`src/hdl/i2c_master_defines.vh`:
```
// Purpose: Constants for the two-unit I2C master command engine.
// Assumes: Byte addresses on a 32-bit classic Wishbone bus.
// Notes: Register data sits in bits 7:0 of each word.
`ifndef I2C_MASTER_DEFINES_VH
`define I2C_MASTER_DEFINES_VH

// Register byte addresses
`define ADDR_UNIT_SELECT 8'h00
`define ADDR_MASTER_CONTROL 8'h04
`define ADDR_MASTER_STATUS 8'h08
`define ADDR_TARGET_ADDRESS 8'h0C
`define ADDR_TRANSMIT_DATA 8'h10
`define ADDR_RECEIVE_DATA 8'h14

// bus_unit_select fields
`define SEL_UNIT_BIT 0
`define SEL_WAKE_ZERO_BIT 6
`define SEL_WAKE_ONE_BIT 7

// master_control fields
`define CTL_ENABLE_BIT 7
`define CTL_PIN_PAIR_BIT 6
`define CTL_RATE_HI 5
`define CTL_RATE_LO 4
`define CTL_CMD_HI 3
`define CTL_CMD_LO 2
`define CTL_GO_BIT 1
`define CTL_IRQ_EN_BIT 0

// master_status fields
`define STA_SCL_BIT 7
`define STA_SDA_BIT 6
`define STA_RESULT_HI 2
`define STA_RESULT_LO 1
`define STA_DONE_BIT 0

// Reset values
`define RESET_BYTE 8'h00

// Command codes
`define CMD_START 2'h0
`define CMD_BYTE 2'h1
`define CMD_LAST 2'h2
`define CMD_STOP 2'h3

// Result codes
`define RES_OK 2'h0
`define RES_NACK 2'h1
`define RES_ARB_LOST 2'h2

// SCL period is 128 << rate; one bit takes four quarter ticks
`define QUARTER_DIV_BASE 10'h020

`endif

```
`src/hdl/i2c_bit_engine.v`:
```
// Purpose: Bit-level I2C master engine for one unit.
// Assumes: Pin levels arrive synchronous to clk_i.
// Notes: Each bus bit spans four quarter ticks from a clock divider.
`timescale 1ns/1ns
`include "i2c_master_defines.vh"

module i2c_bit_engine (
  input wire clk_i,
  input wire rst_i,
  input wire enable_i,
  input wire [1:0] rate_i,
  input wire take_i,
  input wire [1:0] cmd_i,
  input wire [7:0] addr_word_i,
  input wire [7:0] tx_byte_i,
  input wire scl_i,
  input wire sda_i,
  output wire idle_o,
  output reg scl_low_o,
  output reg sda_low_o,
  output reg done_o,
  output reg [1:0] result_o,
  output reg [7:0] rx_byte_o
);

  localparam [3:0] ST_IDLE = 4'h1;
  localparam [3:0] ST_START = 4'h2;
  localparam [3:0] ST_XFER = 4'h4;
  localparam [3:0] ST_STOP = 4'h8;

  reg [3:0] state;
  reg [1:0] quarter;
  reg [3:0] bit_cnt;
  reg [7:0] shift;
  reg rx_mode;
  reg no_ack;
  reg [9:0] div;
  wire tick;
  wire [9:0] reload;
  wire out_low;
  wire hold;

  assign idle_o = (state == ST_IDLE);
  // Quarter-period divider: 32, 64, 128 or 256 clocks
  assign reload = (`QUARTER_DIV_BASE << rate_i) - 10'h001;
  assign tick = (div == 10'h000);
  // Stretching: wait in quarter 2 until SCL is seen high
  assign hold = (quarter == 2'h2) && !scl_i;
  // Data bits from the shifter, ack bit driven only when receiving
  assign out_low = (bit_cnt == 4'h8) ? (rx_mode && !no_ack) : (!rx_mode && !shift[7]);

  // Divider runs freely, also when idle, restarts with each command
  always @(posedge clk_i) begin
    if (rst_i || take_i || div == 10'h000) begin
      div <= reload;
    end else begin
      div <= div - 10'h001;
    end
  end

  // Command sequencer
  always @(posedge clk_i) begin
    if (rst_i || !enable_i) begin
      state <= ST_IDLE;
      quarter <= 2'h0;
      bit_cnt <= 4'h0;
      shift <= 8'h00;
      rx_mode <= 1'b0;
      no_ack <= 1'b0;
      scl_low_o <= 1'b0;
      sda_low_o <= 1'b0;
      done_o <= 1'b0;
      result_o <= `RES_OK;
      rx_byte_o <= 8'h00;
    end else begin
      done_o <= 1'b0;
      if (state != ST_IDLE && tick && !hold) begin
        quarter <= quarter + 2'h1;
      end
      case (state)
        ST_IDLE: begin
          if (take_i) begin
            quarter <= 2'h0;
            bit_cnt <= 4'h0;
            no_ack <= (cmd_i == `CMD_LAST);
            if (cmd_i == `CMD_START) begin
              state <= ST_START;
              shift <= addr_word_i;
              rx_mode <= 1'b0;
            end else if (cmd_i == `CMD_STOP) begin
              state <= ST_STOP;
            end else begin
              state <= ST_XFER;
              rx_mode <= addr_word_i[0];
              shift <= addr_word_i[0] ? 8'hFF : tx_byte_i;
            end
          end
        end
        ST_START: begin
          // Works from idle and as a repeated start with SCL low
          if (tick && !hold) begin
            case (quarter)
              2'h0: sda_low_o <= 1'b0;
              2'h1: scl_low_o <= 1'b0;
              2'h2: sda_low_o <= 1'b1;
              default: begin
                scl_low_o <= 1'b1;
                state <= ST_XFER;
              end
            endcase
          end
        end
        ST_XFER: begin
          if (tick && !hold) begin
            case (quarter)
              2'h0: sda_low_o <= out_low;
              2'h1: scl_low_o <= 1'b0;
              2'h2: scl_low_o <= 1'b0;
              default: begin
                if (bit_cnt != 4'h8 && !rx_mode && shift[7] && !sda_i) begin
                  scl_low_o <= 1'b0;
                  sda_low_o <= 1'b0;
                  result_o <= `RES_ARB_LOST;
                  done_o <= 1'b1;
                  state <= ST_IDLE;
                end else if (bit_cnt == 4'h8) begin
                  scl_low_o <= 1'b1;
                  sda_low_o <= 1'b0;
                  result_o <= (!rx_mode && sda_i) ? `RES_NACK : `RES_OK;
                  if (rx_mode) begin
                    rx_byte_o <= shift;
                  end
                  done_o <= 1'b1;
                  state <= ST_IDLE;
                end else begin
                  scl_low_o <= 1'b1;
                  shift <= {shift[6:0], sda_i};
                  bit_cnt <= bit_cnt + 4'h1;
                end
              end
            endcase
          end
        end
        ST_STOP: begin
          if (tick && !hold) begin
            case (quarter)
              2'h0: begin
                scl_low_o <= 1'b1;
                sda_low_o <= 1'b1;
              end
              2'h1: scl_low_o <= 1'b0;
              2'h2: scl_low_o <= 1'b0;
              default: begin
                sda_low_o <= 1'b0;
                result_o <= `RES_OK;
                done_o <= 1'b1;
                state <= ST_IDLE;
              end
            endcase
          end
        end
        default: state <= ST_IDLE;
      endcase
    end
  end

endmodule

```
`src/hdl/i2c_master_command_engine.v`:
```
// Purpose: Two command-driven I2C master units behind one Wishbone window.
// Assumes: Open-drain pins with external pull-ups; pins sampled on clk_i.
// Notes: Registers sit in bits 7:0 of each word; byte lane 0 writes them.
//
// Behaviour
// Unit select bit picks unit register set
// Disabled master releases both SCL and SDA
// Pin pair select picks alternative or primary pins
// Unit zero pins 0/1 or 2/3, one 4/5
// Rate code divides clock by 128..1024
// Software orders start, bytes, then stop
// Command 00 sends start and address word
// Command 01 moves byte, acks when receiving
// Result code reports ok, nack or arbitration lost
// Command 10 leaves ack undriven when receiving
// Command 11 sends a stop condition
// Go bit clears itself when command accepted
// Finished command sets done flag and result
// Done flag clears only by writing one
// Interrupt follows done flag gated by enable
// Status shows live SCL and SDA levels
// Address bits 7:1, bit 0 selects direction
// Software loads transmit byte before byte command
// Works with other masters and repeated starts
// Wake enable raises wake on low line
// Received byte lands in receive register
// Arbitration loss releases bus, reports code 10
`timescale 1ns/1ns
`include "i2c_master_defines.vh"

module i2c_master_command_engine (
  input wire clk_i,
  input wire rst_i,
  input wire cyc_i,
  input wire stb_i,
  input wire we_i,
  input wire [7:0] adr_i,
  input wire [3:0] sel_i,
  input wire [31:0] dat_i,
  output reg [31:0] dat_o,
  output reg ack_o,
  input wire [5:0] port_pin_i,
  output wire [5:0] port_pin_o,
  output wire [5:0] port_pin_oe_n_o,
  output wire [1:0] irq_o,
  output reg [1:0] wake_o
);

  ////////////////////////////////////////////////////////////////////////
  // Bus slave front end

  wire access;
  wire wr_en;
  reg unit_sel;
  reg wake_en_zero;
  reg wake_en_one;

  // One request is served per ack; ack drops the cycle after
  assign access = cyc_i && stb_i && !ack_o;
  assign wr_en = access && we_i && sel_i[0];

  // Single cycle acknowledge for every address, mapped or not
  always @(posedge clk_i) begin
    if (rst_i) begin
      ack_o <= 1'b0;
    end else begin
      ack_o <= access;
    end
  end

  // Unit select and wake enables
  always @(posedge clk_i) begin
    if (rst_i) begin
      unit_sel <= 1'b0;
      wake_en_zero <= 1'b0;
      wake_en_one <= 1'b0;
    end else if (wr_en && adr_i == `ADDR_UNIT_SELECT) begin
      unit_sel <= dat_i[`SEL_UNIT_BIT];
      wake_en_zero <= dat_i[`SEL_WAKE_ZERO_BIT];
      wake_en_one <= dat_i[`SEL_WAKE_ONE_BIT];
    end
  end

  ////////////////////////////////////////////////////////////////////////
  // Per-unit registers and engines

  wire [1:0] master_en;
  wire [1:0] pin_pair;
  wire [3:0] rate;
  wire [3:0] cmd;
  wire [1:0] go;
  wire [1:0] irq_en;
  wire [1:0] done_flag;
  wire [15:0] addr_word;
  wire [15:0] tx_byte;
  wire [15:0] rx_byte;
  wire [3:0] result;
  wire [1:0] eng_idle;
  wire [1:0] eng_done;
  wire [1:0] scl_low;
  wire [1:0] sda_low;
  wire [1:0] scl_in;
  wire [1:0] sda_in;

  genvar u;
  generate
    for (u = 0; u < 2; u = u + 1) begin : unit_g
      reg en_r;
      reg pair_r;
      reg [1:0] rate_r;
      reg [1:0] cmd_r;
      reg go_r;
      reg irq_en_r;
      reg flag_r;
      reg [7:0] addr_r;
      reg [7:0] tx_r;
      wire sel_me;
      wire wr_ctl;
      wire wr_sta;
      wire take;

      assign sel_me = (unit_sel == u);
      assign wr_ctl = wr_en && sel_me && adr_i == `ADDR_MASTER_CONTROL;
      assign wr_sta = wr_en && sel_me && adr_i == `ADDR_MASTER_STATUS;
      // Command accepted only by an enabled, idle engine
      assign take = go_r && en_r && eng_idle[u];

      // Control register; go is cleared by the engine on acceptance
      always @(posedge clk_i) begin
        if (rst_i) begin
          en_r <= 1'b0;
          pair_r <= 1'b0;
          rate_r <= 2'h0;
          cmd_r <= 2'h0;
          go_r <= 1'b0;
          irq_en_r <= 1'b0;
        end else begin
          if (wr_ctl) begin
            en_r <= dat_i[`CTL_ENABLE_BIT];
            pair_r <= dat_i[`CTL_PIN_PAIR_BIT];
            rate_r <= dat_i[`CTL_RATE_HI:`CTL_RATE_LO];
            cmd_r <= dat_i[`CTL_CMD_HI:`CTL_CMD_LO];
            irq_en_r <= dat_i[`CTL_IRQ_EN_BIT];
          end
          if (take) begin
            go_r <= 1'b0;
          end else if (wr_ctl) begin
            go_r <= dat_i[`CTL_GO_BIT];
          end
        end
      end

      // Done flag: a completion in the clearing cycle wins
      always @(posedge clk_i) begin
        if (rst_i) begin
          flag_r <= 1'b0;
        end else begin
          flag_r <= eng_done[u] | (flag_r & !(wr_sta && dat_i[`STA_DONE_BIT]));
        end
      end

      // Address word and transmit byte
      always @(posedge clk_i) begin
        if (rst_i) begin
          addr_r <= `RESET_BYTE;
          tx_r <= `RESET_BYTE;
        end else begin
          if (wr_en && sel_me && adr_i == `ADDR_TARGET_ADDRESS) begin
            addr_r <= dat_i[7:0];
          end
          if (wr_en && sel_me && adr_i == `ADDR_TRANSMIT_DATA) begin
            tx_r <= dat_i[7:0];
          end
        end
      end

      assign master_en[u] = en_r;
      assign pin_pair[u] = pair_r;
      assign rate[2*u+1:2*u] = rate_r;
      assign cmd[2*u+1:2*u] = cmd_r;
      assign go[u] = go_r;
      assign irq_en[u] = irq_en_r;
      assign done_flag[u] = flag_r;
      assign addr_word[8*u+7:8*u] = addr_r;
      assign tx_byte[8*u+7:8*u] = tx_r;
      // Interrupt request per unit
      assign irq_o[u] = flag_r & irq_en_r;

      i2c_bit_engine engine (
        .clk_i(clk_i),
        .rst_i(rst_i),
        .enable_i(en_r),
        .rate_i(rate_r),
        .take_i(take),
        .cmd_i(cmd_r),
        .addr_word_i(addr_r),
        .tx_byte_i(tx_r),
        .scl_i(scl_in[u]),
        .sda_i(sda_in[u]),
        .idle_o(eng_idle[u]),
        .scl_low_o(scl_low[u]),
        .sda_low_o(sda_low[u]),
        .done_o(eng_done[u]),
        .result_o(result[2*u+1:2*u]),
        .rx_byte_o(rx_byte[8*u+7:8*u])
      );
    end
  endgenerate

  ////////////////////////////////////////////////////////////////////////
  // Pin routing

  wire zero_alt;
  wire [1:0] pull_scl;
  wire [1:0] pull_sda;

  // Unit zero picks pins 0/1 or 2/3; unit one always uses 4/5
  assign zero_alt = pin_pair[0];
  assign scl_in[0] = zero_alt ? port_pin_i[2] : port_pin_i[0];
  assign sda_in[0] = zero_alt ? port_pin_i[3] : port_pin_i[1];
  assign scl_in[1] = port_pin_i[4];
  assign sda_in[1] = port_pin_i[5];

  // A disabled master pulls nothing
  assign pull_scl = scl_low & master_en;
  assign pull_sda = sda_low & master_en;

  // Open drain: level is always low, enable active low while pulling
  assign port_pin_o = 6'h00;
  assign port_pin_oe_n_o[0] = !(pull_scl[0] && !zero_alt);
  assign port_pin_oe_n_o[1] = !(pull_sda[0] && !zero_alt);
  assign port_pin_oe_n_o[2] = !(pull_scl[0] && zero_alt);
  assign port_pin_oe_n_o[3] = !(pull_sda[0] && zero_alt);
  assign port_pin_oe_n_o[4] = !pull_scl[1];
  assign port_pin_oe_n_o[5] = !pull_sda[1];

  ////////////////////////////////////////////////////////////////////////
  // Wake requests

  // A low line on a unit with its wake enable set requests wake from stop
  always @(posedge clk_i) begin
    if (rst_i) begin
      wake_o <= 2'h0;
    end else begin
      wake_o[0] <= wake_en_zero && (!scl_in[0] || !sda_in[0]);
      wake_o[1] <= wake_en_one && (!scl_in[1] || !sda_in[1]);
    end
  end

  ////////////////////////////////////////////////////////////////////////
  // Read data

  wire [7:0] ctl_view;
  wire [7:0] sta_view;
  wire [7:0] addr_view;
  wire [7:0] tx_view;
  wire [7:0] rx_view;
  reg [7:0] next_rd;

  // Views of the selected unit
  assign ctl_view = {master_en[unit_sel], pin_pair[unit_sel],
                     rate[2*unit_sel+1], rate[2*unit_sel],
                     cmd[2*unit_sel+1], cmd[2*unit_sel],
                     go[unit_sel], irq_en[unit_sel]};
  assign sta_view = {scl_in[unit_sel], sda_in[unit_sel], 3'h0,
                     result[2*unit_sel+1], result[2*unit_sel],
                     done_flag[unit_sel]};
  assign addr_view = unit_sel ? addr_word[15:8] : addr_word[7:0];
  assign tx_view = unit_sel ? tx_byte[15:8] : tx_byte[7:0];
  assign rx_view = unit_sel ? rx_byte[15:8] : rx_byte[7:0];

  // Address decode; unmapped addresses read zero
  always @* begin
    next_rd = 8'h00;
    if (adr_i == `ADDR_UNIT_SELECT) begin
      next_rd = {wake_en_one, wake_en_zero, 5'h00, unit_sel};
    end else if (adr_i == `ADDR_MASTER_CONTROL) begin
      next_rd = ctl_view;
    end else if (adr_i == `ADDR_MASTER_STATUS) begin
      next_rd = sta_view;
    end else if (adr_i == `ADDR_TARGET_ADDRESS) begin
      next_rd = addr_view;
    end else if (adr_i == `ADDR_TRANSMIT_DATA) begin
      next_rd = tx_view;
    end else if (adr_i == `ADDR_RECEIVE_DATA) begin
      next_rd = rx_view;
    end
  end

  // Read data registered with the acknowledge
  always @(posedge clk_i) begin
    if (rst_i) begin
      dat_o <= 32'h00000000;
    end else if (access && !we_i) begin
      dat_o <= {24'h000000, next_rd};
    end
  end

endmodule

```
`config.mk`:
```
export PLATFORM = sky130hd
export DESIGN_NAME = i2c_master_command_engine
export DESIGN_NICKNAME = d
export VERILOG_FILES = /design/src/hdl/i2c_bit_engine.v /design/src/hdl/i2c_master_command_engine.v
export VERILOG_INCLUDE_DIRS = /design/src /design/src/hdl
export SDC_FILE = /design/constraint.sdc
export NUM_CORES = 1
export LEC_CHECK = 0
export BUFFER_PORTS_ARGS = -buffer_cell sky130_fd_sc_hd__buf_4
export CORE_MARGIN = 4
export CORE_UTILIZATION = 40
export DETAILED_ROUTE_END_ITERATION = 7
export GPL_TIMING_DRIVEN = 0
export REMOVE_ABC_BUFFERS = 1
export SETUP_SLACK_MARGIN = 0.02
export SYNTH_ARGS = -nofsm -noshare
export SYNTH_HDL_FRONTEND = slang
export SYNTH_HIERARCHICAL = 1
export SYNTH_SLANG_ARGS = --single-unit
```
`constraint.sdc`:
```
create_clock -name clk_i -period 7.5 [get_ports clk_i]
set_input_delay 1.5 -clock clk_i [delete_from_list [all_inputs] [get_ports clk_i]]
set_output_delay 1.5 -clock clk_i [all_outputs]
set_load 0.02 [all_outputs]
```
# == Yosys cells after proc, flatten, opt, wreduce, memory -nomap -nowiden ==
# Index checks and enable logic that the tools add are counted.
# Widths: inputs -> output; s select.
# classes
reduce_logical,120
eq_ne,65
n_mux,169
bitwise_logic,13
n_lt_le_gt_ge,3
addsub,9
shift,2
# op_table
op,n
$mux 8,25
$mux 4,32
$mux 1,63
$logic_and 1x1->1,48
$sub 10x1->10 const B,4
$mux 2,18
$ne 2x2->1 const B,18
$reduce_and 6->1,6
$pmux 4 s4,2
$pmux 8 s2,2
$reduce_and 8->1,4
$pmux 1 s2,14
$reduce_and 7->1,4
$logic_not 1->1,25
$logic_not 10->1,2
$mux 10,2
$ne 2x1->1 const B,10
$shl 6x2->10 const A,2
$eq 4x4->1 const B,4
$eq 8x4->1 const B,2
$eq 8x5->1 const B,2
$ne 4x1->1 const B,4
$pmux 4 s2,2
$eq 2x2->1 const B,6
31 further kinds,80
# word_totals
word_cells,429
in_bits,55
ff_bits,150

# == Longest topological paths before layout ==
# Gate-level depths: netlist of run 1.
# logic_depth
word_depth,10
mapped_depth,11
depth_no_buf,9

# == Modules after synthesis ==
# Netlist of run 1, hierarchy kept.
# modules_own_cells
module,seq_area_each_um2,cells_each,area_per_inst_um2,n_inst
i2c_master_command_engine,1281.2,397,3498.4,1
i2c_bit_engine at unit_g[1].engine,860.8,290,2406.1,1
i2c_bit_engine at unit_g[0].engine,860.8,292,2394.8,1

# == Least setup slack after synthesis of run 1 ==
# Ideal clock, no wire load.
# synth_timing
path_kind,input-to-reg
startpoint,input port port_pin_i[3]
endpoint,register unit_g[0].engine.scl_low_o
stages,7
setup_time_ns,0.116
path_slack_ns,4.444
required_time_ns,7.384
t_arrival_ns,2.940
path_cell_list,mux2i_1 inv_1 or3b_2 o21ai_0 a2111oi_0 a2111o_1 o211a_1
# synth_via
elab_chain_len,7
# synth_rtl
item,line_no,rtl
from (decl),i2c_master_command_engine.v:42,"input wire [5:0] port_pin_i,"
$mux 1,i2c_master_command_engine.v:220,assign sda_in[0] = zero_alt ? port_pin_i[3] : port_pin_i[1];
named net sda_in[0],i2c_master_command_engine.v:103,wire [1:0] sda_in;
$logic_not 1->1,i2c_bit_engine.v:120,if (bit_cnt != 4'h8 && !rx_mode && shift[7] && !sda_i) begin
$logic_and 1x1->1,i2c_bit_engine.v:120,
$mux 1,i2c_bit_engine.v:120,
$pmux 1 s2,i2c_bit_engine.v:115,case (quarter)
$mux 1,i2c_bit_engine.v:114,if (tick && !hold) begin
$pmux 1 s3,i2c_bit_engine.v:80,case (state)
to (signal assigned),i2c_bit_engine.v:117,2'h1: scl_low_o <= 1'b0;
to (signal assigned),i2c_bit_engine.v:118,2'h2: scl_low_o <= 1'b0;
to (signal assigned),i2c_bit_engine.v:121,scl_low_o <= 1'b0;
to (decl),i2c_bit_engine.v:19,"output reg scl_low_o,"
# The timed path passes the listed nets, and every way through them passes these cells. The select of a mux whose other input is x is not followed.
# A chain may end at the register's enable or synchronous reset.

# == Worst setup path after layout of run 1 ==
# layout_timing
startpoint,input port adr_i[1]
endpoint,register unit_g[1].go_r
# layout_via
elab_chain_len,2
# layout_rtl
item,line_no,rtl
from (decl),i2c_master_command_engine.v:37,"input wire [7:0] adr_i,"
$eq 8x3->1 (no line),n/a,
$logic_and 1x1->1 (no line),n/a,
to (signal assigned),i2c_master_command_engine.v:148,go_r <= dat_i[`CTL_GO_BIT];
to (decl),i2c_master_command_engine.v:112,reg go_r;
# Every way passes these cells.

==> impl_metrics.py, run 1 <==
metrics = {
    "place": {
        "dpl.cell_count": 1241,
        "place_area_sq_um": 8670,
        "place_congestion": 0.869,
        "port-buffer-count": 46,
        "place_hpwl_microns": 15200,
    },
    "logic_synthesis": {
        "yosysWarnings": 6,
        "synth_commonest_cells": "150 x dfxtp_1, 110 x nor2_1, 88 x nand2_1, 83 x a21oi_1, 71 x mux2i_1",
        "synth_seq_cells": 150,
        "synth_seq_area_share_pct": 36.2,
        "synth_area_leaders": "dfxtp_1 36%, mux2i_1 8.6%, a21oi_1 5.0%, nor2_1 5.0%, nand2_1 4.0%",
        "synth-edff-count": 0,
        "synthMostInstantiatedCell": "dfxtp_1",
        "yosys.area.top_type": "dfxtp_1",
        "netlist_instances": 979,
        "ys.flop_type": "dfxtp_1",
        "syn_area_per_cell_sq_um": 8.48,
        "netlist_area_sq_um": 8300,
        "yosysUniqueCellTypes": 77,
        "synth_top_area_share_pct": 36.2,
        "async_flop_share_pct": 0,
    },
    "timing": {
        "relSlewSlack_pct": 11.8,
        "setup_tns_ns": 0,
        "hold_viol_final": 0,
        "whs_ns": 0.416,
        "finalCritPeriodShare_pct": 49.5,
        "rsz0062_at_grt": "false",
        "clock_skew_ns": 0.00624,
        "fin_crit_ns": 3.71,
        "max_freq_mhz": 270,
        "tightest_slew_ns": 1.31,
        "setup_viol": 0,
        "slew_viol_final": 0,
    },
    "drt": {
        "ant_nets": 0,
        "num_vias": 6915,
        "wl_per_cell_microns": 16.6,
        "drtIter0Drc": 377,
        "drc": 0,
        "wirelength_microns": 21000,
        "avgViaCountPerCell": 5.44,
        "first_pass_iters": 5,
    },
    "layout": {
        "area_growth_syn_to_layout_pct": 11.2,
        "drive_gt1_share_pct": 12.6,
        "design_area_sq_um": 9230,
        "insertedDiodeCount": 0,
        "final_util_pct": 45.5,
        "final_cells": 1270,
        "final_nets": 1065,
    },
    "critical_path": {
        "cp.arrival_ns": 3.99,
        "startpoint_type": "input pin",
        "critPathKind": "in -> reg",
        "worstPathRequired_ns": 7.78,
        "cp_max_fo": 11,
        "crit_path_end_kind": "register",
    },
    "clock_network": {
        "cts_max_path_buffers": 2,
        "numCtsBuffers": 17,
        "cts_tree": "built",
        "htree_levels": 4,
        "clk_latency_ns": 0.42,
        "clk_pin_slew_ns": 0.06,
        "clkSinkCount": 150,
        "post-cts-setup-buffer-count": 0,
        "post_cts_resized": 0,
        "cts_root_buf": "clkbuf_16",
        "cts_hold_buffers": 0,
    },
    "global_route": {
        "grt_max_degree": 72,
        "antenna_found_initial": 0,
        "grt_pass1_wl_microns": 34100,
        "grt_pass1_vias": 6494,
        "grt_usage_pct": 17.9,
        "grt-ovfl-total": 0,
    },
    "power_and_ir_drop": {
        "power_leakage_uw": 0.00337,
        "power_density_nw_per_um2": 191,
        "vdd_drop_max_v": 0.000146,
    },
    "status": {
        "status": "finished clean",
    },
    "min_path": {
        "hp-class": "reg -> reg",
    },
    "floorplanning": {
        "die_w_microns": 152,
        "core_sq_um": 20300,
        "dieArea_sq_um": 23100,
        "ios": 104,
        "start_util_pct": 40.9,
        "row_count": 52,
        "die_h_microns": 152,
    },
    "run": {
        "maxCapViolCount": 0,
    },
}
-- worst paths after layout --
kind | from | endpoint | slack (ns) | cells after the start
worst max-delay path | adr_i[1] | unit_g[1].go_r | 3.79 | 6
worst min-delay path | unit_g[1].engine/div[0] | unit_g[1].engine/div[0] | 0.42 | 1
worst max register to register | unit_g[0].pair_r | unit_g[0].engine/scl_low_o | 4.64 | 7
worst min register to register | unit_g[1].engine/div[0] | unit_g[1].engine/div[0] | 0.42 | 1
-- state kept, by name (all words and copies together), names as in the netlist, 4 cells and up --
signal	flops
unit_g.engine/div	20
unit_g.addr_r	16
unit_g.engine/rx_byte_o	16
unit_g.engine/shift	16
unit_g.tx_r	16
dat_o	8
unit_g.engine/bit_cnt	8
unit_g.engine/state	8
unit_g.cmd_r	4
unit_g.engine/quarter	4
unit_g.engine/result_o	4
unit_g.rate_r	4
-- per-stage QoR --
step                setup WS, ns  power [uW]
floorplan                   4.15         909
global placement            3.10         953
detailed placement          3.43         954
CTS                         3.84        1780
global route                3.56        1820
finish                      3.79        1760
-- logic make-up (layout without fill, tap and decap cells) --
logic type                 after synthesis  count (layout)  synth area share, %
adders and majority gates               20              20                 3.02
AOI/OAI and AO/OA                      219             219                 16.5
muxes                                   87              87                 11.8
other                                    1              30               0.0452
and+or+nand+nor                        375             375                 23.8
xor gates and xnor gates                14              14                 1.48
buffers and inverters                  113             105                 7.10
DFF                                    150             150                 36.2
-- metal layers --
layer | wire (microns) | track usage, % | up-vias
met2 | 9710 | 28.5 | 140
met5 | 0 | 0 | -
met4 | 672 | 8.13 | 0
met3 | 808 | 2.82 | 35
met1 | 9860 | 24.0 | 3245
li1 | - | - | 3495
-- cell usage in the layout, fill, tap and decap left out, types with 17 or more instances in the layout --
cell type  netlist  final
a21oi_1         83     83
buf_4           32     50
clkbuf_16        0     17
conb_1           1     30
dfxtp_1        150    149
ha_1            20     20
inv_1           23     23
mux2i_1         71     71
nand2_1         88     88
nand3_1         43     43
nor2_1         110    110
nor3_1          22     22
o21ai_0         42     42
o22ai_1         17     17
-- final cells by class --
class / count / area [sq um]
tap: 270 / 338
fill: 2027 / 11100
sequential: 150 / 3000
clock inverter: 9 / 105
inverter: 25 / 93.8
timing repair buffer: 51 / 387
clock buffer: 20 / 457
multi-input combinational: 745 / 4840
-- power breakdown --
group | internal, uW | switching (uW) | total, uW
Clock | 499 | 325 | 824
Combinational | 37.2 | 67.9 | 105
Sequential | 814 | 17.9 | 832
Total | 1350 | 411 | 1760
-- critical path, stage by stage --
cell,delay [ns]
buf_4,0.12
nor3_1,1.04
nand3_1,0.56
nor2_2,0.46
mux2i_1,0.24
nor3_1,0.06
Note: power is estimated with default switching activity, not from simulation.
==> run 2, diff against run 1 <==
--- a/config.mk
+++ b/config.mk
@@ -6,6 +6,7 @@
 export SDC_FILE = /design/constraint.sdc
 export NUM_CORES = 1
 export LEC_CHECK = 0
+export ABC_AREA = 1
 export BUFFER_PORTS_ARGS = -buffer_cell sky130_fd_sc_hd__buf_4
 export CORE_MARGIN = 4
 export CORE_UTILIZATION = 40
==> constraint.sdc (replaced) <==
create_clock -name clk_i -period 3.6 [get_ports clk_i]
set_input_delay 0.72 -clock clk_i [delete_from_list [all_inputs] [get_ports clk_i]]
set_output_delay 0.72 -clock clk_i [all_outputs]
set_load 0.02 [all_outputs]
==> run 2 against run 1 <==
  * Clock power grew 130%
  * Setup slack worse by 2.9 ns
  * First-iteration DRC count is 28% higher
  * Largest cell class unchanged
  * Highest routed layer unchanged
==> impl_metrics.py, run 2 <==
metrics = {
    "layout": {
        "largest_reg_flops": 20,
        "fillCellCount": 2217,
        "drive_gt1_share_pct": 12.6,
        "final_nets": 1350,
        "seqCellArea_sq_um": 3000,
        "final_cell_mix": "308 x nand2_1, 164 x nor2_1, 149 x dfxtp_1",
        "insertedDiodeCount": 0,
        "layout_commonest_cell": "nand2_1",
        "multi_input_area_sq_um": 4790,
        "final_util_pct": 45.5,
        "regMostFlops": "unit_g.engine/div",
        "area_growth_syn_to_layout_pct": 11.6,
    },
    "logic_synthesis": {
        "async_flop_share_pct": 0,
        "synthMostInstantiatedCell": "nand2_1",
        "synth_area_leaders": "dfxtp_1 35%, nand2_1 13%, nor2_1 7.2%, inv_1 5.2%, o21ai_0 4.8%",
        "yosysWarnings": 6,
        "ys.flop_type": "dfxtp_1",
        "yosys.area.top_type": "dfxtp_1",
        "synth_seq_cells": 150,
        "netlist_area_sq_um": 8610,
        "synth_commonest_cells": "308 x nand2_1, 164 x nor2_1, 150 x dfxtp_1, 120 x inv_1, 83 x o21ai_0",
        "synth_seq_area_share_pct": 34.9,
        "yosysUniqueCellTypes": 52,
        "syn_area_per_cell_sq_um": 6.92,
        "netlist_instances": 1243,
        "synth_top_area_share_pct": 34.9,
        "synth-edff-count": 0,
    },
    "clock_network": {
        "clkSinkCount": 150,
        "cts_hold_buffers": 0,
        "post-cts-setup-buffer-count": 0,
        "cts_root_buf": "clkbuf_16",
        "numCtsBuffers": 17,
        "cts_tree": "built",
        "cts_max_path_buffers": 2,
        "post_cts_resized": 0,
        "htree_levels": 4,
        "clk_latency_ns": 0.42,
        "clk_pin_slew_ns": 0.06,
    },
    "critical_path": {
        "path_delay_family": "simple AND/OR/NAND/NOR gates",
        "crit_top_cell": "nand2_1",
        "path_cells": "nor2_2, nand3_2, inv_2, and3_1, inv_1, nand2_1, o21bai_1, inv_1, nand2_1, ha_1, nand2_1, a21oi_1, nand2_1, nor2_1, nand3_1, nand2_1, nand2_1",
        "critPathKind": "reg -> reg",
        "critPathMaxStageDelay_ns": 0.33,
        "worstPathRequired_ns": 3.92,
        "critPathBufInv": 3,
        "crit_path_end_kind": "register",
        "startpoint_type": "register",
        "cp.arrival_ns": 3.05,
        "cp_max_fo": 7,
        "slowest_stage": "dfxtp_1",
    },
    "floorplanning": {
        "die_w_microns": 155,
        "dieArea_sq_um": 23900,
        "die_h_microns": 155,
        "core_sq_um": 21100,
        "row_count": 53,
        "ios": 104,
        "start_util_pct": 40.8,
    },
    "drt": {
        "wirelength_microns": 21400,
        "wl_met1_microns": 10100,
        "first_pass_iters": 5,
        "avgViaCountPerCell": 4.94,
        "route.met3.wl_microns": 997,
        "drtIter0Drc": 482,
        "top_layer": "met4",
        "ant_nets": 0,
        "drc": 0,
        "route.met2.wl_microns": 9820,
        "wl_per_cell_microns": 13.7,
        "num_vias": 7721,
    },
    "timing": {
        "relSlewSlack_pct": 18.1,
        "fin_crit_ns": 2.73,
        "max_freq_mhz": 367,
        "hold_viol_final": 0,
        "setup_tns_ns": 0,
        "rsz0062_at_grt": "false",
        "clock_skew_ns": 0.00751,
        "tightest_slew_ns": 1.23,
        "finalCritPeriodShare_pct": 75.7,
        "slew_viol_final": 0,
        "setup_viol": 0,
    },
    "run": {
        "maxCapViolCount": 0,
    },
    "global_route": {
        "grt_usage_pct": 18.3,
        "grt_pass1_wl_microns": 36300,
        "grt_max_degree": 41,
        "grt_pass1_vias": 7293,
        "antenna_found_initial": 0,
        "grt-ovfl-total": 0,
    },
    "power_and_ir_drop": {
        "power_density_nw_per_um2": 410,
        "power_leakage_uw": 0.00421,
        "vdd_drop_max_v": 0.000337,
    },
    "place": {
        "port-buffer-count": 46,
        "place_congestion": 0.902,
        "place_hpwl_microns": 15900,
    },
    "min_path": {
        "hp-class": "reg -> reg",
    },
    "status": {
        "status": "finished clean",
    },
}
-- run 2: cell count changes in the layout (fill, tap and decap cells not counted), sizes merged, moves of 9 or more --
cell    previous run  this run
nand2             88       322
mux2i             71         0
o21ai             43        96
o31ai             13         1
nor3              25         9
nor4b              9         0
inv               23       129
nand3             44        84
nor2             113       188
nor2b              9         0
nand2b             9         0
o311ai            10         0
nor3b              9         0
-- run 2: worst paths after layout --
kind	slack, ns	depth (start not counted)	startpoint	endpoint
worst min register to register	0.43	1	unit_g[0].engine/div[0]	unit_g[0].engine/div[0]
worst min-delay path	0.43	1	unit_g[0].engine/div[0]	unit_g[0].engine/div[0]
worst max-delay path	0.87	17	unit_g[0].engine/state[3]	unit_g[0].engine/div[8]
worst max register to register	0.87	17	unit_g[0].engine/state[3]	unit_g[0].engine/div[8]
-- run 2: final cells by class --
type,instances,area share (%)
well taps,275,3.58
flip-flops and latches,150,31.3
multi-input cells,928,49.8
repair buffers,46,3.60
clock buffers,19,4.61
clock inverters,13,1.86
inverters,132,5.24
-- run 2: metrics by stage --
stage / hold slack (ns) / worst slack (ns) / cell area (sq um) / cells / power [uW]
finish: 0.427 / 0.874 / 9600 / 1563 / 3940
detailed placement: 0.410 / 0.319 / 8980 / 1531 / 2100
global placement: 0.405 / 0.295 / 8980 / 1531 / 2090
global route: 0.447 / 0.497 / 9600 / 1563 / 4090
CTS: 0.426 / 0.312 / 9600 / 1563 / 3980
floorplan: 0.388 / 1.18 / 8290 / 1210 / 2010
-- run 2: routing by layer --
metal | up-vias | GRT usage (%)
li1 | 4044 | -
met1 | 3476 | 25.0
met2 | 177 | 29.1
met3 | 24 | 3.61
met4 | 0 | 6.01
met5 | - | 0
-- run 2: cells by family (layout without fill, tap and decap cells) --
family	after synthesis	in the layout	share of synthesized area, %
xor+xnor	15	15	1.53
fa+ha+maj	20	20	2.91
compound gates	232	232	15.7
simple gates	631	631	34.1
other cells	1	30	0.0436
flops	150	150	34.9
buf+inv	194	210	10.8
-- run 2: power breakdown --
group	switching (uW)	internal (uW)
Combinational	205	102
Clock	705	1180
Sequential	40.7	1710
Total	950	2990
==> run 3, diff against run 2 <==
==> constraint.sdc (replaced) <==
create_clock -name clk_i -period 2.5 [get_ports clk_i]
set_input_delay 0.5 -clock clk_i [delete_from_list [all_inputs] [get_ports clk_i]]
set_output_delay 0.5 -clock clk_i [all_outputs]
set_load 0.02 [all_outputs]
==> run 3 against run 2 <==
  * Cell count grew 0.38%
  * Clock-buffer cell count unchanged
  * Non-clock buffer count up 3
  * Sequential cell count did not move
  * Global-route usage grew 0.11 points
  * Power increased by 44%
  * Register-to-register slack worse by 0.66 ns
  * Final area increased by 1.4%
  * Via count grew 0.14%
  * Largest cell class unchanged
==> impl_metrics.py, run 3 (synthesis results as in run 2) <==
metrics = {
    "status": {
        "status": "finished clean",
    },
    "critical_path": {
        "cp_max_fo": 6,
        "worstPathRequired_ns": 2.82,
        "startpoint_type": "register",
        "crit_path_end_kind": "register",
        "cp.arrival_ns": 2.61,
        "critPathKind": "reg -> reg",
    },
    "drt": {
        "num_vias": 7732,
        "ant_nets": 0,
        "drtIter0Drc": 431,
        "wirelength_microns": 21700,
        "drc": 0,
        "avgViaCountPerCell": 4.93,
        "wl_per_cell_microns": 13.8,
        "first_pass_iters": 5,
    },
    "timing": {
        "tightest_slew_ns": 0.985,
        "fin_crit_ns": 2.28,
        "setup_viol": 0,
        "rsz0062_at_grt": "true",
        "finalCritPeriodShare_pct": 91.4,
        "clock_skew_ns": 0.00791,
        "max_freq_mhz": 438,
        "hold_viol_final": 0,
        "slew_viol_final": 0,
        "relSlewSlack_pct": 34.2,
        "setup_tns_ns": 0,
    },
    "global_route": {
        "grt_usage_pct": 18.4,
        "grt_pass1_vias": 7336,
        "grt-ovfl-total": 0,
        "grt_max_degree": 42,
        "antenna_found_initial": 0,
        "grt_pass1_wl_microns": 36500,
    },
    "place": {
        "place_hpwl_microns": 15900,
        "port-buffer-count": 46,
        "place_congestion": 0.902,
        "place_area_sq_um": 8980,
    },
    "clock_network": {
        "htree_levels": 4,
        "cts_max_path_buffers": 2,
        "cts_tree": "built",
        "clkSinkCount": 150,
        "cts_root_buf": "clkbuf_16",
        "cts_hold_buffers": 0,
        "clk_pin_slew_ns": 0.06,
        "numCtsBuffers": 17,
        "clk_latency_ns": 0.42,
    },
    "layout": {
        "layout_commonest_cell": "nand2_1",
        "largest_reg_flops": 20,
        "final_nets": 1356,
        "regMostFlops": "unit_g.engine/div",
        "fillCellCount": 2199,
        "insertedDiodeCount": 0,
        "design_area_sq_um": 9740,
        "area_growth_syn_to_layout_pct": 13.2,
        "drive_gt1_share_pct": 14.4,
        "final_cell_mix": "307 x nand2_1, 160 x nor2_1, 144 x dfxtp_1",
    },
    "power_and_ir_drop": {
        "vdd_drop_max_v": 0.000485,
        "switching_share_pct": 24.3,
        "power_leakage_uw": 0.00424,
        "seqPwrFrac_pct": 44.3,
        "power_density_nw_per_um2": 585,
        "p_clk_share_pct": 47.6,
        "cell_internal_pwr_uw": 4310,
        "power.share.combinational_pct": 8.1,
        "p_switching_uw": 1380,
    },
    "floorplanning": {
        "dieArea_sq_um": 23900,
        "start_util_pct": 40.8,
        "die_h_microns": 155,
        "core_sq_um": 21100,
        "ios": 104,
        "die_w_microns": 155,
        "row_count": 53,
    },
    "min_path": {
        "hp-class": "in -> reg",
    },
    "run": {
        "maxCapViolCount": 0,
    },
}
-- run 3: per-stage QoR --
stage          cells  util (%)  setup WS (ns)  total power, uW  hold slack (ns)
5_1_grt         1569      46.2        -0.0184             5910            0.308
3_5_place_dp    1531      42.6         -0.781             3020            0.410
6_report        1569      46.2          0.216             5690            0.309
4_1_cts         1566      45.8         0.0362             5740            0.299
2_1_floorplan   1210         -         0.0818             2890            0.388
3_3_place_gp    1531      42.6         -0.805             3010            0.405
-- run 3: path summary, 6_finish.rpt --
check,depth (start not counted),endpoint,from,slack [ns]
setup / recovery,17,unit_g[0].engine/div[8],unit_g[0].engine/state[2],0.22
hold / removal,2,wake_o[1],port_pin_i[4],0.31
hold reg to reg,1,unit_g[0].engine/div[0],unit_g[0].engine/div[0],0.43
setup reg to reg,17,unit_g[0].engine/div[8],unit_g[0].engine/state[2],0.22
-- run 3: power groups by stage --
| stage | clock network, uW | logic (uW) | registers [uW] |
|---|---|---|---|
| 6_report | 2710 | 459 | 2520 |
| 5_1_grt | 2870 | 515 | 2530 |
| 4_1_cts | 2770 | 448 | 2520 |
| 3_5_place_dp | 0 | 441 | 2580 |
| 3_3_place_gp | 0 | 436 | 2580 |
| 2_1_floorplan | 0 | 322 | 2570 |
-- run 3: worst max-delay path, stage by stage (launching register included) --
cell and delay, ns:
dfxtp_2 0.35, nor2_4 0.14, nand3_4 0.11, inv_4 0.10, and3_4 0.19, inv_2 0.07
nand2_1 0.10, o21bai_4 0.16, inv_1 0.08, nand2_1 0.08, ha_1 0.18, nand2_1 0.08
a21oi_2 0.14, nand2_1 0.10, nor2_4 0.14, nand3_1 0.08, nand2_1 0.06, nand2_1 0.04
-- run 3: area by class of cell --
cell class              instances  area [sq um]  area share [%]
repair buffers                 49           368            3.78
inverters                     132           509            5.23
clock inverters                13           179            1.84
clock buffers                  19           443            4.55
well taps                     275           344            3.53
repair inverters                3          20.0           0.206
multi-input cells             928          4860            49.9
flip-flops and latches        150          3010            30.9
-- run 3: layer usage --
layer | GRT usage [%] | vias up | share of wire, % | wire (microns)
li1 | - | 4069 | - | -
met1 | 25.1 | 3484 | 47 | 10200
met2 | 29.5 | 157 | 46 | 10000
met3 | 3.61 | 22 | 4.6 | 1000
met4 | 6.06 | 0 | 2.4 | 522
met5 | 0 | - | 0 | 0
-- run 3: what timing repair did --
item / in CTS / in global routing
pin swaps: 2 / 2
resized for setup: 13 / 18
gates cloned: 2 / 1
buffers inserted: 1 / 2
endpoints found under the setup margin: 37 / 21
